**src/epd_port_map.vh**
```
// timing counts, widths and codes for the serial write port
`ifndef EPD_PORT_MAP_VH
`define EPD_PORT_MAP_VH
// -----------------------------------------------------------------------------
// framing
// -----------------------------------------------------------------------------
`define EPD_BYTE_BITS        4'h8
`define EPD_FRAME4_LAST      4'h7
`define EPD_FRAME3_LAST      4'h8
`define EPD_MODE_FOUR_WIRE   1'b0
`define EPD_MODE_THREE_WIRE  1'b1
`define EPD_KIND_COMMAND     1'b0
`define EPD_KIND_DATA        1'b1
// -----------------------------------------------------------------------------
// buffering and reset values
// -----------------------------------------------------------------------------
`define EPD_FIFO_WIDTH       9
`define EPD_FIFO_DEPTH       16
`define EPD_FIFO_ADDR        4
`define EPD_RST_COUNT        4'h0
`define EPD_RST_SHIFT        9'h000
`define EPD_RST_SYNC         3'h7
`endif

```
**src/epd_word_fifo.v**
```verilog
// synchronous fifo holding received command or data words
module epd_word_fifo #(
  parameter WIDTH = 9,
  parameter DEPTH = 16,
  parameter AW    = 4
) (
  // clock and reset
  input  wire             i_ref_clk,
  input  wire             i_reset_n,
  // filling side
  input  wire             i_in_valid,
  input  wire [WIDTH-1:0] i_in_data,
  output wire             o_in_ready,
  // draining side
  output wire             o_out_valid,
  output wire [WIDTH-1:0] o_out_data,
  input  wire             i_out_ready
);
  reg [WIDTH-1:0] mem [0:DEPTH-1];
  reg [AW-1:0]    wr_ptr;
  reg [AW-1:0]    rd_ptr;
  reg [AW:0]      level;
  wire            push;
  wire            pop;

  assign o_in_ready  = (level != DEPTH);
  assign o_out_valid = (level != 0);
  assign o_out_data  = mem[rd_ptr];
  assign push        = i_in_valid & o_in_ready;
  assign pop         = o_out_valid & i_out_ready;

  // storage written only on an accepted push
  always @(posedge i_ref_clk) begin
    if (push) begin
      mem[wr_ptr] <= i_in_data;
    end
  end

  // pointers and fill level
  always @(posedge i_ref_clk) begin
    if (!i_reset_n) begin
      wr_ptr <= {AW{1'b0}};
      rd_ptr <= {AW{1'b0}};
      level  <= {(AW+1){1'b0}};
    end else begin
      if (push) begin
        wr_ptr <= wr_ptr + 1'b1;
      end
      if (pop) begin
        rd_ptr <= rd_ptr + 1'b1;
      end
      if (push && !pop) begin
        level <= level + 1'b1;
      end else if (pop && !push) begin
        level <= level - 1'b1;
      end
    end
  end
endmodule // epd_word_fifo

```
**src/epd_serial_write_port.v**
```verilog
// serial write port: frames host bytes into command or data words
// Behaviour
// - Traffic is accepted only while chip_select_n is low.
// - Four-wire: data_command_select high means data, low means command.
// - Busy output high during waveform, memory programming or sensor traffic.
// - interface_select low gives four-wire, high gives three-wire nine-bit frames.
// - Three-wire mode ignores data_command_select; host ties it low.
// - Four-wire: shift serial_in on rising clock edges, D7 first.
// - Four-wire: sample select on eighth clock and write byte then.
// - Three-wire: nine bits, kind bit first, frame ends on ninth clock.
// - Three-wire: leading one routes byte to RAM, zero to command register.
// - Write only; no read path back to the host.
// - Clock pin is shift clock, data pin is serial input.
// - Low on hardware reset input resets the port.
`include "epd_port_map.vh"
module epd_serial_write_port (
  // clock and reset
  input  wire       i_ref_clk,
  input  wire       i_reset_n,
  // host pins
  input  wire       i_chip_select_n,
  input  wire       i_serial_shift_clock,
  input  wire       i_serial_in,
  input  wire       i_data_command_select,
  input  wire       i_interface_select,
  // internal activity sources
  input  wire       i_waveform_active,
  input  wire       i_otp_program_active,
  input  wire       i_sensor_active,
  // received word stream
  output reg        o_word_valid,
  output reg  [7:0] o_word_byte,
  output reg        o_word_is_data,
  input  wire       i_word_ready,
  // status
  output reg        o_operation_in_progress,
  output reg        o_frame_dropped
);
  // ---------------------------------------------------------------------------
  // pin synchronisers
  // ---------------------------------------------------------------------------
  reg [2:0] sync_cs;
  reg [2:0] sync_clk;
  reg [2:0] sync_din;
  reg [2:0] sync_dc;
  reg [2:0] sync_bs;
  // framing state
  reg       cs_active;
  reg       clk_level;
  reg       mode;
  reg [3:0] bit_count;
  reg [8:0] shift;
  reg       fifo_in_valid;
  reg [8:0] fifo_in_data;
  reg       next_in_valid;
  reg [8:0] next_in_data;
  wire      fifo_in_ready;
  wire      fifo_out_valid;
  wire [8:0] fifo_out_data;
  wire      out_take;
  wire      clk_rise;
  wire [3:0] last_bit;

  // three stages each; a select, clock or strap change counts once stages two and three agree
  always @(posedge i_ref_clk) begin
    if (!i_reset_n) begin
      sync_cs  <= `EPD_RST_SYNC;
      sync_clk <= 3'h0;
      sync_din <= 3'h0;
      sync_dc  <= 3'h0;
      sync_bs  <= 3'h0;
    end else begin
      sync_cs  <= {sync_cs[1:0], i_chip_select_n};
      sync_clk <= {sync_clk[1:0], i_serial_shift_clock};
      sync_din <= {sync_din[1:0], i_serial_in};
      sync_dc  <= {sync_dc[1:0], i_data_command_select};
      sync_bs  <= {sync_bs[1:0], i_interface_select};
    end
  end

  // a select or clock pulse shorter than two cycles never reaches the framing logic
  // filtered levels for select and clock
  always @(posedge i_ref_clk) begin
    if (!i_reset_n) begin
      cs_active <= 1'b0;
      clk_level <= 1'b0;
    end else begin
      if (sync_cs[1] == sync_cs[2]) begin
        cs_active <= ~sync_cs[2];
      end
      if (sync_clk[1] == sync_clk[2]) begin
        clk_level <= sync_clk[2];
      end
    end
  end

  // one-cycle pulse on a settled rise of the shift clock
  assign clk_rise = (sync_clk[1] == sync_clk[2]) & sync_clk[2] & ~clk_level;
  // frame length follows the strap
  // nine-bit frames close on count eight, eight-bit frames on count seven
  assign last_bit = (mode == `EPD_MODE_THREE_WIRE) ? `EPD_FRAME3_LAST
                                                   : `EPD_FRAME4_LAST;

  // ---------------------------------------------------------------------------
  // strap capture and frame assembly
  // ---------------------------------------------------------------------------
  // strap is caught in idle gaps only, so a frame never changes length midway
  // the strap is a pin as well, so it is filtered like the others
  always @(posedge i_ref_clk) begin
    if (!i_reset_n) begin
      mode <= `EPD_MODE_FOUR_WIRE;
    end else if (!cs_active && sync_bs[1] == sync_bs[2]) begin
      mode <= sync_bs[2];
    end
  end

  // shifter and bit counter; released select drops a partial frame
  // limitation: a shift clock edge within about one cycle of a select edge may be lost
  always @(posedge i_ref_clk) begin
    if (!i_reset_n) begin
      bit_count       <= `EPD_RST_COUNT;
      shift           <= `EPD_RST_SHIFT;
      o_frame_dropped <= 1'b0;
    end else begin
      o_frame_dropped <= 1'b0;
      if (!cs_active) begin
        if (bit_count != `EPD_RST_COUNT) begin
          o_frame_dropped <= 1'b1;
        end
        bit_count <= `EPD_RST_COUNT;
      end else if (clk_rise) begin
        shift <= {shift[7:0], sync_din[2]};
        if (bit_count == last_bit) begin
          bit_count <= `EPD_RST_COUNT;
        end else begin
          bit_count <= bit_count + 4'h1;
        end
      end
    end
  end

  // word to push when the last bit of a frame arrives
  always @* begin
    next_in_valid = 1'b0;
    next_in_data  = {1'b0, shift[6:0], sync_din[2]};
    if (cs_active && clk_rise && bit_count == last_bit) begin
      next_in_valid = 1'b1;
      if (mode == `EPD_MODE_THREE_WIRE) begin
        next_in_data = {shift[7:0], sync_din[2]};
      end else begin
        next_in_data = {sync_dc[2], shift[6:0], sync_din[2]};
      end
    end
  end

  // one-word holding stage; host pacing keeps it far below the frame rate
  // a word arriving while the holding stage is still full and the fifo is full overwrites the held word, which is lost
  always @(posedge i_ref_clk) begin
    if (!i_reset_n) begin
      fifo_in_valid <= 1'b0;
      fifo_in_data  <= `EPD_RST_SHIFT;
    end else if (next_in_valid) begin
      fifo_in_valid <= 1'b1;
      fifo_in_data  <= next_in_data;
    end else if (fifo_in_ready) begin
      fifo_in_valid <= 1'b0;
    end
  end

  // ---------------------------------------------------------------------------
  // word buffer and output stage
  // ---------------------------------------------------------------------------
  // sixteen words absorb bursts while the consumer stalls
  epd_word_fifo #(
    .WIDTH (`EPD_FIFO_WIDTH),
    .DEPTH (`EPD_FIFO_DEPTH),
    .AW    (`EPD_FIFO_ADDR)
  ) u_fifo (
    .i_ref_clk   (i_ref_clk),
    .i_reset_n   (i_reset_n),
    .i_in_valid  (fifo_in_valid),
    .i_in_data   (fifo_in_data),
    .o_in_ready  (fifo_in_ready),
    .o_out_valid (fifo_out_valid),
    .o_out_data  (fifo_out_data),
    .i_out_ready (out_take)
  );

  // registered output slot refilled whenever empty or consumed
  // trade-off: one more cycle of latency keeps every output straight from a flop
  assign out_take = fifo_out_valid & (~o_word_valid | i_word_ready);

  always @(posedge i_ref_clk) begin
    if (!i_reset_n) begin
      o_word_valid   <= 1'b0;
      o_word_byte    <= 8'h00;
      o_word_is_data <= `EPD_KIND_COMMAND;
    end else if (out_take) begin
      o_word_valid   <= 1'b1;
      o_word_byte    <= fifo_out_data[7:0];
      o_word_is_data <= fifo_out_data[8];
    end else if (i_word_ready) begin
      o_word_valid   <= 1'b0;
    end
  end

  // ---------------------------------------------------------------------------
  // status
  // ---------------------------------------------------------------------------
  // busy flag for any long internal operation
  always @(posedge i_ref_clk) begin
    if (!i_reset_n) begin
      o_operation_in_progress <= 1'b0;
    end else begin
      o_operation_in_progress <= i_waveform_active | i_otp_program_active
                                 | i_sensor_active;
    end
  end
endmodule // epd_serial_write_port

```
**config.mk**
```make
export PLATFORM = sky130hd
export DESIGN_NAME = epd_serial_write_port
export DESIGN_NICKNAME = d
export VERILOG_FILES = /design/src/epd_word_fifo.v /design/src/epd_serial_write_port.v
export VERILOG_INCLUDE_DIRS = /design/src /design/src/src
export SDC_FILE = /design/constraint.sdc
export NUM_CORES = 1
export LEC_CHECK = 0
export BUFFER_PORTS_ARGS = -buffer_cell sky130_fd_sc_hd__buf_2
export CORE_MARGIN = 4
export CORE_UTILIZATION = 50
export DETAILED_ROUTE_END_ITERATION = 7
export MAX_ROUTING_LAYER = met4
export PLACE_DENSITY = 0.75
export SETUP_SLACK_MARGIN = 0.15
export SLEW_MARGIN = 5
export SYNTH_ARGS = -nofsm -noshare
export SYNTH_HDL_FRONTEND = slang
export SYNTH_SLANG_ARGS = --single-unit
```
**constraint.sdc**
```tcl
create_clock -name i_ref_clk -period 3.2 [get_ports i_ref_clk]
set_input_delay 0.64 -clock i_ref_clk [delete_from_list [all_inputs] [get_ports i_ref_clk]]
set_output_delay 0.64 -clock i_ref_clk [all_outputs]
set_load 0.02 [all_outputs]
```
# Yosys cells after proc, flatten, opt, wreduce, memory -nomap -nowiden
# Memories as Yosys holds them, arrays and structs flattened. A register that Yosys moved wholly into a read port is not among the register bits.
# Cells that the tools add are included.
dict set report word_totals {
  memories 1
  ramBits 144
  ff_bits 56
  wordCells 72
}
# name words word_bits read_ports rd_clocked_by_memory_dff write_ports line_no
set mem_list {}
lappend mem_list {u_fifo.mem 16 9 1 1 1 epd_word_fifo.v:19} ;# reg [WIDTH-1:0] mem [0:DEPTH-1];
dict set report classes {
  muxes 14
  n_eq_ne 5
  n_addsub 5
  bitwise_logic 12
  n_reduce_logical 17
}
# operator n
set op_table {}
lappend op_table {{9-bit two-way mux} 2}
lappend op_table {{4-bit by 1-bit adder with 4-bit output (second input constant)} 3}
lappend op_table {{5-bit two-way mux} 2}
lappend op_table {{1-bit two-way mux} 8}
lappend op_table {{4-bit two-way mux} 2}
lappend op_table {{2-bit nonzero test} 3}
lappend op_table {{5-bit by 1-bit adder with 5-bit output (second input constant)} 1}
lappend op_table {{1-bit AND} 5}
lappend op_table {{1-bit logical AND} 5}
lappend op_table {{5-bit != test (second input constant)} 1}
lappend op_table {{5-bit nonzero test} 1}
lappend op_table {{5-bit by 1-bit subtractor with 5-bit output (second input constant)} 1}
lappend op_table {{4-bit == test} 1}
lappend op_table {{1-bit logical NOT} 4}
lappend op_table {{1-bit inverter} 4}
lappend op_table {{2-bit AND reduction} 2}
lappend op_table {{4-bit nonzero test} 1}
lappend op_table {{1-bit == test} 3}
lappend op_table {{1-bit OR} 3}
lappend op_table {{2-bit OR reduction} 1}

# Logic depth before layout (Yosys ltp)
dict set report depth {
  word_depth 7
  ltp_mapped 11
  depth_no_buf 10
}

# By module
# A second synthesis with hierarchy kept.
dict set report hier_totals {
  cells_unflattened 517
  hier_area_um2 8348.0
}
# mod area_per_inst_um2 n_inst cells_per_inst
set modules_own_cells {}
lappend modules_own_cells {epd_word_fifo 6399.9 1 331}
lappend modules_own_cells {epd_serial_write_port 1948.1 1 186}

# Worst setup path before layout
# Ideal clock, no wire load.
dict set report synth_timing {
  path_type {in2reg}
  startpoint {input i_word_ready}
  endpoint {register u_fifo.level[4]}
  stages 11
  slack_ps 394
  setup_ps 72
  arrival_time_ps 2735
  cell_sequence {nand2b_1 a21boi_1 clkbuf_1 inv_1 ha_1 inv_1 ha_1 a21o_1 a21oi_1 mux2i_1 mux2i_1}
}
dict set report synth_via {
  elab_chain_len 6
  elab_cells_between_ends 8
  classes_between {mux (1); bitwise (3); reduce/logical (4)}
}
# element line_no
set synth_lines {}
lappend synth_lines {{start: declaration} epd_serial_write_port.v:34} ;# input wire i_word_ready,
lappend synth_lines {{1-bit OR (*)} epd_serial_write_port.v:191} ;# assign out_take = fifo_out_valid & (~o_word_valid | i_word_ready);
lappend synth_lines {{1-bit AND (*)} epd_serial_write_port.v:191}
lappend synth_lines {{1-bit AND (*)} epd_word_fifo.v:30} ;# assign pop = o_out_valid & i_out_ready;
lappend synth_lines {{1-bit logical NOT} epd_word_fifo.v:52} ;# if (push && !pop) begin
lappend synth_lines {{1-bit logical AND} epd_word_fifo.v:52}
lappend synth_lines {{5-bit two-way mux / 2-bit nonzero test (equally long branches)} -}
lappend synth_lines {{end signal: assignment} epd_word_fifo.v:44} ;# level <= {(AW+1){1'b0}};
lappend synth_lines {{end signal: assignment} epd_word_fifo.v:53} ;# level <= level + 1'b1;
lappend synth_lines {{end signal: assignment} epd_word_fifo.v:55} ;# level <= level - 1'b1;
lappend synth_lines {{end: declaration} epd_word_fifo.v:22} ;# reg [AW:0] level;
# Mark *: on every way between the ends. The rest lies on a longest branch, timed or not.
# A chain may end at the register's enable or synchronous reset.

# Final worst setup path
dict set report layout_timing {
  startpoint {register u_fifo.level[0]}
  endpoint {register u_fifo.level[4]}
}
dict set report layout_via {
  elab_chain_len 6
  elab_cells_between_ends 14
  classes_between {add/sub (2); eq/ne (1); mux (2); bitwise (3); reduce/logical (6)}
}
# element
set layout_lines {}
lappend layout_lines {{parallel branches: the longest is 6 deep, another holds 5-bit by 1-bit subtractor with 5-bit output}}
# Parallel ways; which one is timed is not known. The select of a mux whose other input is x is not followed.

==> reports/results.ini <==
[outcome]
status = complete, no violations

[final_layout]
nets = 601
drive_above_1_share_pct = 15.23
antenna_cells = 0
fin_util_pct = 57.10
n_fill_cell = 1255
final_common_cell = edfxtp_1
final_cell_mix = edfxtp_1, dfxtp_1, mux2i_1
synthToLayoutAreaGrowth_pct = 11.97
instances_no_fill = 807

[critical_path]
critPathLaunchType = register
worstPathArrival_ps = 3150
critPathMaxStageDelay_ps = 510
slowest_stage = nor4_2
crit_type = reg2reg
crit_path_start = u_fifo.level[0]$_SDFFE_PN0P_
r2r_start = u_fifo.level[0]$_SDFFE_PN0P_
worstRegToRegCells = 10
crit_chain = nor4_2 > a21boi_1 > inv_1 > ha_1 > inv_1 > fa_1 > a21o_1 > a21oi_1 > mux2i_1 > mux2i_1
path_max_fanout = 5
worstPathRequired_ps = 3620
crit_path_end_kind = register

[clock_tree]
cts_inserted_buffers = 21
cts-htree-levels = 1
cts.sinks = 209
cts_root_buf = clkbuf_16
insertion_delay_ps = 490
post_cts_buffers = 0
clkTransAtPathRegs_ps = 60
clockBufferDepth = 3
cts_tree = yes
post_cts_resized = 0
hold_buffers = 0

[power]
power_mw = 6.389
peakVddDrop_v = 0.0004120
p_leak_nw = 3.003
power_per_cell_area_nw_per_um2 = 704.3

[place]
numPortBuffers = 22
dp.cells = 770
routabilityCongestion = 0.8227
hpwl_mm = 9.998

[drt]
via_count = 4593
wl_per_cell_um = 19.65
drc_errors = 0
drt_iter0_markers = 466
wirelength_mm = 15.86
ant_nets = 0
dr.pass1.iters = 5
vias_per_cell = 5.691

[yosys]
ys_ff_latch = 209
syn_nets = 575
syn_avg_cell_area_um2 = 14.70
yosys.area.top_type_share_pct = 53.37
yosysSeqAreaShare_pct = 69.44
yosysWarningCount = 0
synthesis.area_um2 = 8102
synth_edf_count = 144
async_reset_ff_share_pct = 0
ys_types = 47
synth_area_leader_cell = edfxtp_1
netlist_instances = 551
synth-main-ff-cell = edfxtp_1
synth.area.top_cells = edfxtp_1, dfxtp_1, mux2i_1

[global_route]
grt_pass1_vias = 4557
antenna_found_initial = 0
grt_max_degree = 55
overflow = 0
groute.usage.overall_pct = 18.39
grt_pass1_wl_mm = 25.21

[floorplan]
io-pin-count = 23
chipWidth_um = 135.3
core_area_um2 = 15890
start_util_pct = 51.00
die_h_um = 135.3
std_cell_rows = 46
dieArea_um2 = 18300

[job]
drv_cap = 0

[sta]
period_needed_ps = 2730
hold_viol_final = 0
setup_viol = 0
clock-skew-final_ps = 10.88
rsz0062_at_grt = false
worstMarginPinSlew_ps = 1012
post-route-period-util_pct = 85.32
slew_violations = 0
fin_setup_tns_ps = 0
maxSlewHeadroom_pct = 32.28
fmax_mhz = 366.3

[min_path]
hold_class = in2reg
hold-path-cell-count = 2
hp-start = i_chip_select_n

-- cells in the mapped netlist (2+ instances only) --
cell,count
a211oi_1,10
a21o_1,3
a21oi_1,24
a31oi_1,10
and2_1,13
and3_1,2
buf_2,12
buf_4,2
clkbuf_1,14
dfxtp_1,65
edfxtp_1,144
ha_1,12
inv_1,7
mux2i_1,43
mux4_2,17
nand2_1,37
nand2b_1,6
nand3_1,12
nor2_1,36
nor2b_1,4
nor3_1,5
o211ai_1,3
o21ai_0,9
o21ai_1,10
o22ai_1,18
or3_1,2
xnor2_1,4
xor2_1,8
-- kinds of logic (layout without fill, tap and decap cells) --
| kind of cell | count (synthesis) | after routing | synth area share (%) |
|---|---|---|---|
| simple gates | 123 | 123 | 7.166 |
| fa+ha+maj | 13 | 13 | 2.100 |
| buf+inv | 39 | 79 | 2.378 |
| xor+xnor | 12 | 12 | 1.297 |
| compound gates | 94 | 94 | 7.259 |
| flops | 209 | 209 | 69.44 |
| mux | 61 | 61 | 10.36 |
-- worst max-delay path, delay by kind of cell, from the launching register on --
| kind | cells | cell delay [ps] |
|---|---|---|
| adders and majority gates | 2 | 640 |
| AOI/OAI and AO/OA | 3 | 530 |
| and+or+nand+nor | 1 | 510 |
| muxes | 2 | 430 |
| DFF | 1 | 370 |
| buffers and inverters | 2 | 190 |
-- metrics by stage --
step	cell area, um2	worst slack [ps]	hold WS, ps
3_5_place_dp	8423	457.4	404.1
2_1_floorplan	8102	393.8	386.3
3_3_place_gp	8423	506.1	399.8
4_1_cts	9071	482.1	335.7
6_report	9071	469.8	342.3
5_1_grt	9071	288.8	355.5
-- metal layers --
layer | global-route usage [%] | vias up | wire length, um | part of all wire, %
li1 | - | 2128 | - | -
met1 | 24.75 | 2282 | 6682 | 42
met2 | 29.81 | 150 | 7883 | 50
met3 | 2.972 | 33 | 917 | 5.8
met4 | 4.311 | 0 | 372 | 2.3
met5 | - | - | 0 | 0
-- registers in the layout, summed over array words and instances (netlist names), 4 cells and up --
name,count
u_fifo.rd_ptr,4
bit_count,4
u_fifo.level,5
fifo_in_data,9
o_word_byte,8
u_fifo.mem,144
shift,8
u_fifo.wr_ptr,4
-- path summary, 6_finish.rpt --
path | slack (ps) | end
hold reg to reg | 420 | sync_cs[1]$_SDFF_PN1_
setup / recovery | 470 | u_fifo.level[4]$_SDFFE_PN0P_
hold / removal | 340 | sync_cs[0]$_SDFF_PN1_
setup reg to reg | 470 | u_fifo.level[4]$_SDFFE_PN0P_
-- cell type report --
type | count | area (um2) | area share [%]
repair buffers | 34 | 212.7 | 2.345
clock inverters | 12 | 56.30 | 0.6207
flip-flops and latches | 209 | 5627 | 62.03
multi-input cells | 303 | 2283 | 25.17
clock buffers | 25 | 591.8 | 6.524
well taps | 216 | 270.3 | 2.979
inverters | 8 | 30.03 | 0.3310
-- where the power goes --
group	leakage (nW)	switching (mW)	internal [mW]
Clock	0.324	0.964	1.31
Sequential	1.87	0.120	2.95
Combinational	0.814	0.589	0.455
Total	3.00	1.67	4.72
No activity file was read; power rests on OpenSTA's default activity.
